===== config.mk =====
export PLATFORM = sky130hd
export DESIGN_NAME = fel_envelope
export DESIGN_NICKNAME = d
export VERILOG_FILES = /design/src/design/fel_pkg.sv /design/src/design/fel_envelope.sv /design/src/design/fel_lfo.sv
export VERILOG_INCLUDE_DIRS = /design/src /design/src/design
export SDC_FILE = /design/constraint.sdc
export NUM_CORES = 2
export LEC_CHECK = 0
export BUFFER_PORTS_ARGS = -buffer_cell sky130_fd_sc_hd__buf_2
export CORE_ASPECT_RATIO = 1.1
export CORE_UTILIZATION = 55
export CTS_CLUSTER_SIZE = 12
export DETAILED_ROUTE_END_ITERATION = 7
export GPL_TIMING_DRIVEN = 0
export PLACE_DENSITY = 0.71
export SYNTH_ARGS = -nofsm -noshare
export SYNTH_HDL_FRONTEND = slang
export SYNTH_HIERARCHICAL = 1
export SYNTH_SLANG_ARGS = --single-unit
export TNS_END_PERCENT = 50

===== constraint.sdc =====
create_clock -name sys_clk_i -period 86.4 [get_ports sys_clk_i]
set_input_delay 12.96 -clock sys_clk_i [delete_from_list [all_inputs] [get_ports sys_clk_i]]
set_output_delay 12.96 -clock sys_clk_i [all_outputs]
set_load 0.01 [all_outputs]

===== src/design/fel_consts.svh =====
`ifndef FEL_CONSTS_SVH
`define FEL_CONSTS_SVH

// register byte addresses
`define FEL_A_STATUS 8'h00
`define FEL_A_TEST 8'h01
`define FEL_A_LFOAM 8'h02
`define FEL_A_LFOPM 8'h03
`define FEL_A_KEYON 8'h08
`define FEL_A_NOISE 8'h0F
`define FEL_A_SLOW_OSC_RATE 8'h18
`define FEL_A_DEPTH 8'h19
`define FEL_A_WAVE 8'h1B
// per-channel blocks of 8, per-slot blocks of 32
`define FEL_B_KC 8'h28
`define FEL_B_AMS 8'h38
`define FEL_B_TL 8'h60
`define FEL_B_KSAR 8'h80
`define FEL_B_AMD1R 8'hA0
`define FEL_B_D2R 8'hC0
`define FEL_B_D1LRR 8'hE0
`define FEL_M_CH 8'h07
`define FEL_M_SLOT 8'h1F

// field positions
`define FEL_TEST_LFO_RST 1
`define FEL_NE_BIT 7
`define FEL_DEPTH_SEL_BIT 7
`define FEL_AMEN_BIT 7

// reset values and scale
`define FEL_ATTEN_MAX 10'h3FF
`define FEL_RATE_MAX 6'h3F
`define FEL_D1L_TOP 10'h3E0
`define FEL_LFSR_SEED 17'h1FFFF
`define FEL_NOISE_SLOT 5'h1F

// timing counts
`define FEL_NOISE_PRE 5
`define FEL_EG_FAST_RATE 4'd11

`endif


===== src/design/fel_pkg.sv =====
package fel_pkg;

  typedef enum logic [1:0] {
    FEL_ATT = 2'b00,
    FEL_DEC1 = 2'b01,
    FEL_DEC2 = 2'b11,
    FEL_REL = 2'b10
  } fel_phase_t;

  typedef enum logic [1:0] {
    FEL_SAW = 2'b00,
    FEL_SQR = 2'b01,
    FEL_TRI = 2'b10,
    FEL_RND = 2'b11
  } fel_wave_t;

  typedef logic [9:0] fel_atten_t;

endpackage


===== src/design/fel_envelope.sv =====
`timescale 1ns/1ps
`default_nettype none
`include "fel_consts.svh"

// What this block does
// attack exponential, decays linear in log attenuation
// leave attack at 0, first decay at level
// key-on attack toward 0 at scaled rate
// at 0 enter first decay automatically
// past level enter second decay until key-off
// key-off releases toward maximum attenuation
// all rates key-scaled by 2-bit depth
// first decay level 4 bits, 3 dB steps
// add 7-bit total level, 0.75 dB step
// am scaled by 2-bit channel sensitivity
// am only where slot enable bit set
// noise enable turns last slot into noise
// noise clock is clock over 32 times divider
// noise repeats every 2^17-1 noise clocks
// noise slot envelope non-logarithmic
// oscillator frequency from 8-bit field
// 2-bit waveform drives both pm and am
// one 7-bit depth, top bit selects target
// pm two's complement, am unsigned
// test bit holds and restarts oscillator
// only oscillator reset test bit written high
// 32-slot time-division schedule, eight channels
// rate is 2R plus offset, clamp 63
// release input rate is 2RR plus 1
// key code: 3-bit octave, 4-bit note
// per-slot phase, attenuation; attack from current
module fel_envelope #(
  parameter int SLOTS = 32,
  parameter int CHANS = 8
) (
  input wire logic sys_clk_i, // master clock
  input wire logic sys_rst_i, // async reset, high
  input wire logic [7:0] reg_addr_i, // register address
  input wire logic [7:0] reg_wdata_i, // write data
  input wire logic reg_wr_i, // write strobe
  input wire logic reg_rd_i, // read strobe
  output logic [7:0] reg_rdata_o, // read data, cycle after strobe
  output logic [4:0] env_slot_o, // slot of env_atten_o
  output fel_pkg::fel_atten_t env_atten_o, // attenuation to sine_lookup_unit
  output logic noise_slot_o, // this slot is the noise slot
  output logic noise_bit_o, // noise source output
  output logic signed [7:0] pm_o, // phase modulation to pitch path
  output logic [7:0] am_o, // amplitude modulation value
  output logic test_mode_o // illegal test bit written
);
  import fel_pkg::*;

  function automatic logic fel_hit(input logic [7:0] a, input logic [7:0] base,
                                   input logic [7:0] span);
    fel_hit = (a & ~span) == base;
  endfunction

  function automatic logic [5:0] fel_eff_rate(input logic [4:0] r, input logic [4:0] rks);
    logic [6:0] sum;
    sum = {1'b0, r, 1'b0} + {2'b00, rks};
    fel_eff_rate = (sum > 7'd63) ? `FEL_RATE_MAX : sum[5:0];
  endfunction

  // global settings
  logic [7:0] test_r;
  logic ne_r;
  logic [4:0] noise_rate_div_r;
  logic [7:0] slow_osc_rate_r;
  logic [6:0] pmd_r;
  logic [6:0] amd_r;
  fel_wave_t wave_r;
  // per channel and per slot parameters
  logic [6:0] kc_r [CHANS];
  logic [1:0] ams_r [CHANS];
  logic [6:0] tl_r [SLOTS];
  logic [1:0] ks_r [SLOTS];
  logic [4:0] ar_r [SLOTS];
  logic [4:0] d1r_r [SLOTS];
  logic [4:0] d2r_r [SLOTS];
  logic [3:0] d1l_r [SLOTS];
  logic [3:0] rr_r [SLOTS];
  logic [SLOTS-1:0] amen_r;
  logic [SLOTS-1:0] kon_r;
  // envelope state
  logic [SLOTS-1:0] kprev_r;
  fel_phase_t ph_r [SLOTS];
  fel_atten_t att_r [SLOTS];
  logic [4:0] slot_r;
  logic [11:0] egc_r;
  fel_phase_t ph_nxt;
  fel_atten_t att_nxt;
  // noise and read data
  logic [9:0] ndiv_r;
  logic [16:0] lfsr_r;
  logic [7:0] rd_data_r;
  logic [7:0] rd_mux;

  // register decode
  wire [4:0] w_slot = reg_addr_i[4:0];
  wire [2:0] w_ch = reg_addr_i[2:0];
  wire wr_test = reg_wr_i && (reg_addr_i == `FEL_A_TEST);
  wire wr_keyon = reg_wr_i && (reg_addr_i == `FEL_A_KEYON);
  wire wr_noise = reg_wr_i && (reg_addr_i == `FEL_A_NOISE);
  wire wr_slow_osc_rate = reg_wr_i && (reg_addr_i == `FEL_A_SLOW_OSC_RATE);
  wire wr_depth = reg_wr_i && (reg_addr_i == `FEL_A_DEPTH);
  wire wr_wave = reg_wr_i && (reg_addr_i == `FEL_A_WAVE);
  wire wr_kc = reg_wr_i && fel_hit(reg_addr_i, `FEL_B_KC, `FEL_M_CH);
  wire wr_ams = reg_wr_i && fel_hit(reg_addr_i, `FEL_B_AMS, `FEL_M_CH);
  wire wr_tl = reg_wr_i && fel_hit(reg_addr_i, `FEL_B_TL, `FEL_M_SLOT);
  wire wr_ksar = reg_wr_i && fel_hit(reg_addr_i, `FEL_B_KSAR, `FEL_M_SLOT);
  wire wr_amd1r = reg_wr_i && fel_hit(reg_addr_i, `FEL_B_AMD1R, `FEL_M_SLOT);
  wire wr_d2r = reg_wr_i && fel_hit(reg_addr_i, `FEL_B_D2R, `FEL_M_SLOT);
  wire wr_d1lrr = reg_wr_i && fel_hit(reg_addr_i, `FEL_B_D1LRR, `FEL_M_SLOT);

  always_ff @(posedge sys_clk_i or posedge sys_rst_i) begin
    if (sys_rst_i) begin
      test_r <= 8'h00;
      ne_r <= 1'b0;
      noise_rate_div_r <= 5'h00;
      slow_osc_rate_r <= 8'h00;
      pmd_r <= 7'h00;
      amd_r <= 7'h00;
      wave_r <= FEL_SAW;
      amen_r <= '0;
      kon_r <= '0;
      for (int c = 0; c < CHANS; c++) begin
        kc_r[c] <= 7'h00;
        ams_r[c] <= 2'h0;
      end
      for (int s = 0; s < SLOTS; s++) begin
        tl_r[s] <= 7'h00;
        ks_r[s] <= 2'h0;
        ar_r[s] <= 5'h00;
        d1r_r[s] <= 5'h00;
        d2r_r[s] <= 5'h00;
        d1l_r[s] <= 4'h0;
        rr_r[s] <= 4'h0;
      end
    end else begin
      if (wr_test) test_r <= reg_wdata_i;
      if (wr_noise) begin
        ne_r <= reg_wdata_i[`FEL_NE_BIT];
        noise_rate_div_r <= reg_wdata_i[4:0];
      end
      if (wr_slow_osc_rate) slow_osc_rate_r <= reg_wdata_i;
      if (wr_depth && reg_wdata_i[`FEL_DEPTH_SEL_BIT]) pmd_r <= reg_wdata_i[6:0];
      if (wr_depth && !reg_wdata_i[`FEL_DEPTH_SEL_BIT]) amd_r <= reg_wdata_i[6:0];
      if (wr_wave) wave_r <= fel_wave_t'(reg_wdata_i[1:0]);
      // operator bits map to slots ch, ch+16, ch+8, ch+24
      if (wr_keyon) begin
        kon_r[{2'b00, reg_wdata_i[2:0]}] <= reg_wdata_i[3];
        kon_r[{2'b10, reg_wdata_i[2:0]}] <= reg_wdata_i[4];
        kon_r[{2'b01, reg_wdata_i[2:0]}] <= reg_wdata_i[5];
        kon_r[{2'b11, reg_wdata_i[2:0]}] <= reg_wdata_i[6];
      end
      if (wr_kc) kc_r[w_ch] <= reg_wdata_i[6:0];
      if (wr_ams) ams_r[w_ch] <= reg_wdata_i[1:0];
      if (wr_tl) tl_r[w_slot] <= reg_wdata_i[6:0];
      if (wr_ksar) begin
        ks_r[w_slot] <= reg_wdata_i[7:6];
        ar_r[w_slot] <= reg_wdata_i[4:0];
      end
      if (wr_amd1r) begin
        amen_r[w_slot] <= reg_wdata_i[`FEL_AMEN_BIT];
        d1r_r[w_slot] <= reg_wdata_i[4:0];
      end
      if (wr_d2r) d2r_r[w_slot] <= reg_wdata_i[4:0];
      if (wr_d1lrr) begin
        d1l_r[w_slot] <= reg_wdata_i[7:4];
        rr_r[w_slot] <= reg_wdata_i[3:0];
      end
    end
  end

  // current slot of the time-division schedule
  wire [2:0] s_ch = slot_r[2:0];
  wire [6:0] s_kc = kc_r[s_ch];
  fel_phase_t cur_ph;
  fel_atten_t cur_att;
  assign cur_ph = ph_r[slot_r];
  assign cur_att = att_r[slot_r];
  wire k_on = kon_r[slot_r];
  wire k_edge = k_on && !kprev_r[slot_r];
  wire ns_slot = ne_r && (slot_r == `FEL_NOISE_SLOT);

  // octave and top two note bits form the scaling code
  wire [4:0] s_rks = s_kc[6:2] >> (2'd3 - ks_r[slot_r]);
  wire [4:0] in_rate = (cur_ph == FEL_ATT) ? ar_r[slot_r] :
                       (cur_ph == FEL_DEC1) ? d1r_r[slot_r] :
                       (cur_ph == FEL_DEC2) ? d2r_r[slot_r] :
                       {rr_r[slot_r], 1'b1};
  wire [5:0] rate = fel_eff_rate(in_rate, s_rks);

  // slow rates tick rarely, fast rates take bigger steps
  wire [3:0] r_hi = rate[5:2];
  wire [3:0] sh = (r_hi >= `FEL_EG_FAST_RATE) ? 4'd0 : `FEL_EG_FAST_RATE - r_hi;
  wire [11:0] sh_mask = (12'h001 << sh) - 12'h001;
  wire [11:0] eg_sh = egc_r >> sh;
  wire tick = (rate != 6'h00) && ((egc_r & sh_mask) == 12'h000) &&
              (eg_sh[2:0] < {1'b1, rate[1:0]});
  wire [2:0] inc = (r_hi > `FEL_EG_FAST_RATE) ? 3'(r_hi - `FEL_EG_FAST_RATE) : 3'd1;

  // attack step shrinks with attenuation: exponential approach to zero
  wire [9:0] att_dec = 10'(({4'h0, cur_att[9:4]} + 10'd1) * {7'h00, inc});
  wire [9:0] att_sub = (cur_att > att_dec) ? cur_att - att_dec : 10'h000;
  // noise slot: steps grow as it quietens, a straight line in amplitude
  wire [9:0] lin_step = ns_slot ? 10'({7'h00, inc} << cur_att[9:8]) : {7'h00, inc};
  wire [10:0] att_add = {1'b0, cur_att} + {1'b0, lin_step};
  wire [9:0] att_up = att_add[10] ? `FEL_ATTEN_MAX : att_add[9:0];
  wire [9:0] d1l_lvl = (d1l_r[slot_r] == 4'hF) ? `FEL_D1L_TOP : {1'b0, d1l_r[slot_r], 5'h00};

  always_comb begin
    ph_nxt = cur_ph;
    att_nxt = cur_att;
    if (k_edge) begin
      ph_nxt = FEL_ATT;
    end else if (!k_on && (cur_ph != FEL_REL)) begin
      ph_nxt = FEL_REL;
    end else begin
      case (cur_ph)
        FEL_ATT: begin
          if (cur_att == 10'h000) begin
            ph_nxt = FEL_DEC1;
          end else if (rate == `FEL_RATE_MAX) begin
            att_nxt = 10'h000;
          end else if (tick) begin
            att_nxt = att_sub;
          end
        end
        FEL_DEC1: begin
          if (cur_att >= d1l_lvl) begin
            ph_nxt = FEL_DEC2;
          end else if (tick) begin
            att_nxt = att_up;
          end
        end
        FEL_DEC2: begin
          if (tick) att_nxt = att_up;
        end
        FEL_REL: begin
          if (tick) att_nxt = att_up;
        end
        default: ph_nxt = FEL_REL;
      endcase
    end
  end

  // output attenuation: envelope, total level, amplitude modulation
  wire [10:0] am_term = (amen_r[slot_r] && (ams_r[s_ch] != 2'h0)) ?
                        11'(({3'h0, am_o} << ams_r[s_ch]) >> 2) : 11'h000;
  wire [11:0] tot = {2'b00, cur_att} + {2'b00, tl_r[slot_r], 3'h0} + {1'b0, am_term};
  wire [9:0] tot_sat = (tot > 12'h3FF) ? `FEL_ATTEN_MAX : tot[9:0];

  always_ff @(posedge sys_clk_i or posedge sys_rst_i) begin
    if (sys_rst_i) begin
      slot_r <= 5'h00;
      egc_r <= 12'h000;
      kprev_r <= '0;
      env_slot_o <= 5'h00;
      env_atten_o <= `FEL_ATTEN_MAX;
      noise_slot_o <= 1'b0;
      for (int s = 0; s < SLOTS; s++) begin
        ph_r[s] <= FEL_REL;
        att_r[s] <= `FEL_ATTEN_MAX;
      end
    end else begin
      slot_r <= slot_r + 5'd1;
      if (slot_r == 5'd31) egc_r <= egc_r + 12'd1;
      kprev_r[slot_r] <= k_on;
      ph_r[slot_r] <= ph_nxt;
      att_r[slot_r] <= att_nxt;
      env_slot_o <= slot_r;
      env_atten_o <= tot_sat;
      noise_slot_o <= ns_slot;
    end
  end

  // noise source: prescale by 32 times the divider field, 0 stops it
  wire [9:0] ndiv_lim = {noise_rate_div_r, 5'h00} - 10'd1;
  wire ntick = (noise_rate_div_r != 5'h00) && (ndiv_r >= ndiv_lim);

  always_ff @(posedge sys_clk_i or posedge sys_rst_i) begin
    if (sys_rst_i) begin
      ndiv_r <= 10'h000;
      lfsr_r <= `FEL_LFSR_SEED;
      noise_bit_o <= 1'b0;
      test_mode_o <= 1'b0;
    end else begin
      ndiv_r <= ntick ? 10'h000 : ndiv_r + 10'd1;
      if (ntick) lfsr_r <= {lfsr_r[15:0], lfsr_r[16] ^ lfsr_r[13]};
      noise_bit_o <= lfsr_r[16];
      test_mode_o <= |(test_r & ~(8'h01 << `FEL_TEST_LFO_RST));
    end
  end

  fel_lfo u_lfo (
    .sys_clk_i(sys_clk_i),
    .sys_rst_i(sys_rst_i),
    .rate_i(slow_osc_rate_r),
    .wave_i(wave_r),
    .pm_depth_i(pmd_r),
    .am_depth_i(amd_r),
    .hold_i(test_r[`FEL_TEST_LFO_RST]),
    .rnd_i(lfsr_r[7:0]),
    .pm_o(pm_o),
    .am_o(am_o)
  );

  // read side
  always_comb begin
    case (reg_addr_i)
      `FEL_A_STATUS: rd_mux = {noise_bit_o, 2'b00, slot_r};
      `FEL_A_TEST: rd_mux = test_r;
      `FEL_A_LFOAM: rd_mux = am_o;
      `FEL_A_LFOPM: rd_mux = pm_o;
      `FEL_A_NOISE: rd_mux = {ne_r, 2'b00, noise_rate_div_r};
      `FEL_A_SLOW_OSC_RATE: rd_mux = slow_osc_rate_r;
      `FEL_A_WAVE: rd_mux = {6'h00, wave_r};
      default: rd_mux = 8'h00;
    endcase
  end

  // data stand only in the cycle after the strobe
  always_ff @(posedge sys_clk_i or posedge sys_rst_i) begin
    if (sys_rst_i) begin
      rd_data_r <= 8'h00;
    end else begin
      rd_data_r <= reg_rd_i ? rd_mux : 8'h00;
    end
  end

  assign reg_rdata_o = rd_data_r;

endmodule // fel_envelope

`default_nettype wire


===== src/design/fel_lfo.sv =====
`timescale 1ns/1ps
`default_nettype none

module fel_lfo #(
  parameter int ACC_W = 28
) (
  input wire logic sys_clk_i, // master clock
  input wire logic sys_rst_i, // async reset, high
  input wire logic [7:0] rate_i, // slow_osc_rate
  input wire fel_pkg::fel_wave_t wave_i, // waveform select
  input wire logic [6:0] pm_depth_i, // pitch_mod_depth
  input wire logic [6:0] am_depth_i, // ampl_mod_depth
  input wire logic hold_i, // oscillator reset test bit
  input wire logic [7:0] rnd_i, // random source
  output logic signed [7:0] pm_o, // phase modulation, two's complement
  output logic [7:0] am_o // amplitude modulation, unsigned
);
  import fel_pkg::*;

  logic [ACC_W-1:0] phase_r;
  logic [ACC_W-1:0] phase_nxt;
  logic [7:0] rnd_r;
  logic [7:0] amp_w;
  logic [7:0] pmw;

  // upper nibble is an octave, lower nibble a mantissa: wide range, few bits
  wire [ACC_W-1:0] step = ACC_W'({1'b1, rate_i[3:0]}) << rate_i[7:4];
  wire [7:0] ph = phase_r[ACC_W-1:ACC_W-8];
  wire [7:0] tri_w = ph[7] ? ~{ph[6:0], 1'b0} : {ph[6:0], 1'b0};

  // held at zero while the test bit stands, restarts at the wave start
  assign phase_nxt = hold_i ? '0 : phase_r + step;

  always_comb begin
    case (wave_i)
      FEL_SAW: begin
        amp_w = ~ph;
        pmw = ph ^ 8'h80;
      end
      FEL_SQR: begin
        amp_w = ph[7] ? 8'h00 : 8'hFF;
        pmw = ph[7] ? 8'h80 : 8'h7F;
      end
      FEL_TRI: begin
        amp_w = ~tri_w;
        pmw = tri_w ^ 8'h80;
      end
      default: begin
        amp_w = rnd_r;
        pmw = rnd_r;
      end
    endcase
  end

  // depth in 1/128 steps, pm stays signed
  wire signed [15:0] pm_prod = $signed(pmw) * $signed({1'b0, pm_depth_i});
  wire [14:0] am_prod = amp_w * am_depth_i;

  always_ff @(posedge sys_clk_i or posedge sys_rst_i) begin
    if (sys_rst_i) begin
      phase_r <= '0;
      rnd_r <= 8'h00;
      pm_o <= 8'sh00;
      am_o <= 8'h00;
    end else begin
      phase_r <= phase_nxt;
      if (phase_nxt[ACC_W-1:ACC_W-8] != ph) begin
        rnd_r <= rnd_i;
      end
      pm_o <= pm_prod[14:7];
      am_o <= am_prod[14:7];
    end
  end

endmodule // fel_lfo

`default_nettype wire


==> Word level (Yosys, flattened, before mapping) <==
Index checks and enable logic that the tools add are counted.
{ "word_totals": {"register_bits": 1736, "output_inout_bits": 42, "word_cells": 577} }
{ "classes": {"addsub": 15, "n_mul": 3, "order_cmp": 27, "n_eq_ne": 25, "shift": 6, "mux": 118, "bitwise": 11, "n_reduce_logical": 44} }
{ "op_table": {"columns": ["operator", "count"], "rows": [
  ["bitwise mux 160 bit", 3],
  ["bitwise mux 320 bit", 1],
  ["bitwise mux 128 bit", 2],
  ["bitwise mux 224 bit", 1],
  ["bitwise mux 32 bit", 6],
  ["2-to-1 mux 10 bit", 16],
  ["bitwise mux 64 bit", 2],
  ["binary-select mux 5 bit (select 5 bit)", 3],
  ["bitwise mux 56 bit", 1],
  ["case mux 8 bit (7 select lines)", 1],
  ["binary-select mux 10 bit (select 5 bit)", 1],
  ["demux 10 bit (select 5 bit)", 1],
  ["2-to-1 mux 5 bit", 10],
  ["case mux 8 bit (3 select lines)", 2],
  ["2-to-1 mux 7 bit", 6],
  ["binary-select mux 4 bit (select 5 bit)", 2],
  ["binary-select mux 7 bit (select 5 bit)", 1],
  ["demux 7 bit (select 5 bit)", 1],
  ["2-to-1 mux 8 bit", 4],
  ["logical AND 1 bit", 31],
  ["case mux 10 bit (3 select lines)", 1],
  ["adder 28 bit", 1],
  ["2-to-1 mux 28 bit", 1],
  ["left shift 5 x 4 -> 28 bit", 1],
  ["other kinds (86)", 150]
]} }

==> Depth between registers and ports, before layout <==
{ "logic_depth": {"depth_word": 26, "ltp_mapped": 51, "depth_no_buf": 37} }

==> Cells and area by module <==
The synthesis kept the hierarchy.
{ "modules_own_cells": {"columns": ["module", "n_inst", "cells_each", "area_each_um2", "seq_area_each_um2"], "rows": [
  ["fel_envelope", 1, 5942, 78984.5, 42214.2],
  ["fel_lfo", 1, 796, 7128.1, 1301.2]
]} }

==> Worst setup path before layout <==
Ideal clock, no wire load.
{ "synth_path": {"path_type": "input -> register", "from": "input reg_addr_i[0]", "to": "register test_r[0]", "t_arrival_ns": 14.907, "setup_slack_ns": 71.368, "stages": 5, "n_path_buf": 1, "cell_sequence": "clkbuf_1 -> or3b_2 -> nor3_1 -> nand2_1 -> mux2_2"} }
{ "synth_between": {"elab_chain_cells": 2} }
{ "synth_lines": {"columns": ["element", "line_no", "rtl"], "rows": [
  ["from (decl)", "fel_envelope.sv:38", "input wire logic [7:0] reg_addr_i,"],
  ["equality test 8 x 1 -> 1 bit", null, null],
  ["logical AND 1 bit", "fel_envelope.sv:101", "wire wr_test = reg_wr_i && (reg_addr_i == `FEL_A_TEST);"],
  ["to (signal assigned)", "fel_envelope.sv:140", "if (wr_test) test_r <= reg_wdata_i;"],
  ["to (decl)", "fel_envelope.sv:65", "logic [7:0] test_r;"]
]} }
No other way between the ends.
A chain may end at the register's enable or synchronous reset.

==> Worst setup path after layout <==
{ "layout_path": {"from": "register slot_r[1]", "to": "register att_r[144] (netlist name)"} }
{ "layout_between": {"elab_chain_cells": 26, "elab_cells_between_ends": 96} }
{ "layout_lines": {"columns": ["element", "line_no", "rtl"], "rows": [
  ["from (decl)", "fel_envelope.sv:88", "logic [4:0] slot_r;"],
  ["from (signal assigned)", "fel_envelope.sv:267", "slot_r <= slot_r + 5'd1;"],
  ["parallel branches: the longest is 25 deep, another holds multiplier 7 x 3 -> 10 bit", null, null],
  ["bitwise mux 320 bit (*)", "fel_envelope.sv:271", "att_r[slot_r] <= att_nxt;"],
  ["to (signal, indexed assignment)", "fel_envelope.sv:264", "att_r[s] <= `FEL_ATTEN_MAX;"],
  ["to (signal, indexed assignment)", "fel_envelope.sv:271", null],
  ["to (decl)", "fel_envelope.sv:87", "fel_atten_t att_r [SLOTS];"]
]} }
Mark *: on every way between the ends. The select of a mux whose other input is x is not followed.

==> results.md <==
* Status: complete, but fails checks
* Violated checks: max-capacitance violations, max-slew violations
* Pwr Total at 0.00174 W
* Fin crit share at 0.200
* Number of port buffers at 52
* DIE HEIGHT at 417 um
* Starting density of the core at 0.557
* Setup crit end kind: flip-flop
* Fin crit period at 17.29 ns
* RSZ-0062 raised after global routing: false
* Placed cell count at 8,873
* Top FF cell, synth: dfrtp_1
* Largest net degree at the start of global routing at 140
* Clk root buf: clkbuf_16
* CP Buf/Inv Count at 19
* Clock Path Buffers at 3
* Setup TNS at 0 ns
* Finished Layout Cells at 9,187
* Met2 WL post-DR at 126,000 um
* Ys Warns at 6
* Routed length on met1 at 107,000 um
* Syn Area/Cell at 12.8 um^2
* Fin Hold WS at 0.463 ns
* Pwr/cell area at 18.3 nW/um^2
* Worst setup SP type: flip-flop
* Sequential share of the synthesized area at 0.505
* Slowest cell on crit path: clkbuf_1
* Synth area leader: dfrtp_1
* # IOs at 62
* # fillers at 11,878
* Top layer in use: met5
* Worst skew pair latency at 0.86 ns
* Synth top area share at 0.390
* Die W at 379 um
* Sink Count at 1,720
* Max cap viols at 5
* Worst hold path type: flip-flop to flip-flop
* Total GRT Usage at 0.358
* Most frequent cells in the layout: dfrtp_1, mux2_2, nor2_1
* First-pass GRT wire length at 410,000 um
* Die area at 158,000 um^2
* WL final at 280,000 um
* ANT nets after route at 0
* Synth-to-Final Area Change at 10.5%
* Clock Pin Slew Worst Setup and Hold Paths at 0.06 ns
* WL met3 at 26,100 um
* Via count at 60,205
* Max Slew Vio Count at 31
* Asr flop ratio synth at 1.00
* Worst Path Arrival at 18.05 ns
* Vias/cell at 6.55
* Core area at 155,000 um^2
* CP max FO at 10
* Synth area leaders: dfrtp_1, mux2_2, dfstp_2
* Layout cells sized above 1 at 0.347
* Hpwl dp at 202,000 um
* CTS tree: done
* Slowest cell delay on critical path at 1.03 ns
* Total CTS buffers at 178
* Highest clock rate at 57.8 MHz
* P_leak at 43.1 nW
* Maximum VDD drop at 17.8 uV
* EDFF count, synth at 0
* Syn_nets at 6,990
* Total congestion overflow at 0
* Residual DRC at 0
* Final Hold Viols at 0
* DRT iter0 DRCs at 6,702
* Hold-fix buffers at CTS at 0
* Syn Inst Count at 6,738
* Vias in the first global route at 60,428
* RD Place Congestion at 0.991
* Post-CTS Resized at 0
* Worst-margin pin slew at 1.63 ns
* Fin nets at 7,241
* WL/cell at 30.5 um
* Synthesized area at 86,100 um^2
* Final setup fails at 0
* TritonRoute pass-1 iters at 8
* Required time of the critical path at 87.15 ns
* Relative slew slack at -0.0888
* Crit path kind: flip-flop to flip-flop
* Commonest non-fill, non-tap cell in the layout: dfrtp_1
* CP top delay family: buffers and inverters
* # Post-CTS Setup Buffers at 0
* Skew final at 0.0453 ns
* Initial antenna violation count at 17
* Std-Cell Rows at 151
* Distinct cells, synth at 100
* H-Tree Depth at 4
* Post-synthesis register bit count at 1,720
[Yosys cell counts (15+ instances only)]
| cell | number |
|---|---|
| a21o_1 | 29 |
| a21oi_1 | 310 |
| a22oi_1 | 135 |
| a31oi_1 | 54 |
| and2_1 | 92 |
| and3_1 | 15 |
| buf_1 | 50 |
| buf_2 | 67 |
| buf_4 | 28 |
| buf_6 | 18 |
| clkbuf_1 | 297 |
| dfrtp_1 | 1341 |
| dfstp_2 | 379 |
| fa_1 | 88 |
| ha_1 | 144 |
| inv_1 | 160 |
| mux2_2 | 1208 |
| mux2i_1 | 145 |
| mux4_2 | 340 |
| nand2_1 | 421 |
| nand2b_1 | 37 |
| nand3_1 | 35 |
| nand4_1 | 42 |
| nor2_1 | 497 |
| nor2b_1 | 70 |
| nor3_1 | 44 |
| nor4_1 | 25 |
| o21ai_0 | 178 |
| o21ai_1 | 30 |
| o21ai_2 | 32 |
| o22ai_1 | 97 |
| xnor2_1 | 56 |
| xor2_1 | 33 |
[cell type report]
class	instances	area, um^2	share of cell area
diodes	7	17.5	0.000184
plain buffers	464	2090	0.0219
clock buffers	272	5180	0.0544
clock inverters	34	549	0.00577
inverters	163	619	0.00651
multi-input cells	4391	39900	0.420
flip-flops and latches	1720	43500	0.457
well taps	2065	2580	0.0271
repair buffers	71	688	0.00723
[worst paths after layout]
check                           cells past startpoint             startpoint                        to  slack (ns)
worst max-delay path                               48    slot_r[1]$_DFF_PP0_    att_r[144]$_DFFE_PP1P_       69.11
worst min register to register                      2  att_r[94]$_DFFE_PP1P_     att_r[94]$_DFFE_PP1P_        0.46
worst max register to register                     48    slot_r[1]$_DFF_PP0_    att_r[144]$_DFFE_PP1P_       69.11
max in group asynchronous                           7              sys_rst_i     d1r_r[80]$_DFFE_PP0P_       70.90
min in group asynchronous                           2              sys_rst_i  reg_rdata_o[7]$_DFF_PP0_       12.16
worst min-delay path                                2  att_r[94]$_DFFE_PP1P_     att_r[94]$_DFFE_PP1P_        0.46
[layer usage]
layer,GRT usage,up-vias
met5,0.00526,-
met4,0.221,12
met3,0.0934,899
met2,0.537,3127
met1,0.466,31270
li1,-,24897
[tightest hold or removal path, stage by stage, from the launching register on]
cell,delay [ns]
dfstp_2,0.37
nand2_1,0.04
o21ai_1,0.05
[cell families (layout without fill, tap and decap cells)]
group	count (synthesis)	after routing	share of synthesized area
other	0	7	0
AND/OR/NAND/NOR	1383	1383	0.0753
flip-flops	1720	1720	0.505
buffers and inverters	627	1004	0.0313
XOR/XNOR	89	89	0.00905
adder cells (fa/ha/maj)	232	232	0.0414
AO/OA/AOI/OAI	985	985	0.0724
multiplexers	1702	1702	0.265
[registers in the layout (all words and copies together) (netlist names), 10 cells and up]
signal,cells
att_r,320
d1l_r,128
lfsr_r,17
amen_r,32
u_lfo/phase_r,28
rr_r,128
ks_r,64
ph_r,64
ndiv_r,10
egc_r,12
d1r_r,160
d2r_r,160
ar_r,160
kon_r,32
env_atten_o,10
kprev_r,32
kc_r,40
ams_r,16
tl_r,224
[where the power goes]
part | switching (W) | internal (W)
Combinational | 0.0000700 | 0.0000472
Sequential | 0.0000174 | 0.000837
Clock | 0.000340 | 0.000427
[through the flow]
step	instance area [um^2]	util	setup WS, ns
after floorplan	86100	-	26.99
after global placement	89000	0.575	10.17
after detailed placement	89400	0.578	69.67
after CTS	95100	0.615	69.68
after global routing	95200	0.615	68.68
final	95200	0.615	69.11
Power figures use the tool's default switching activity.
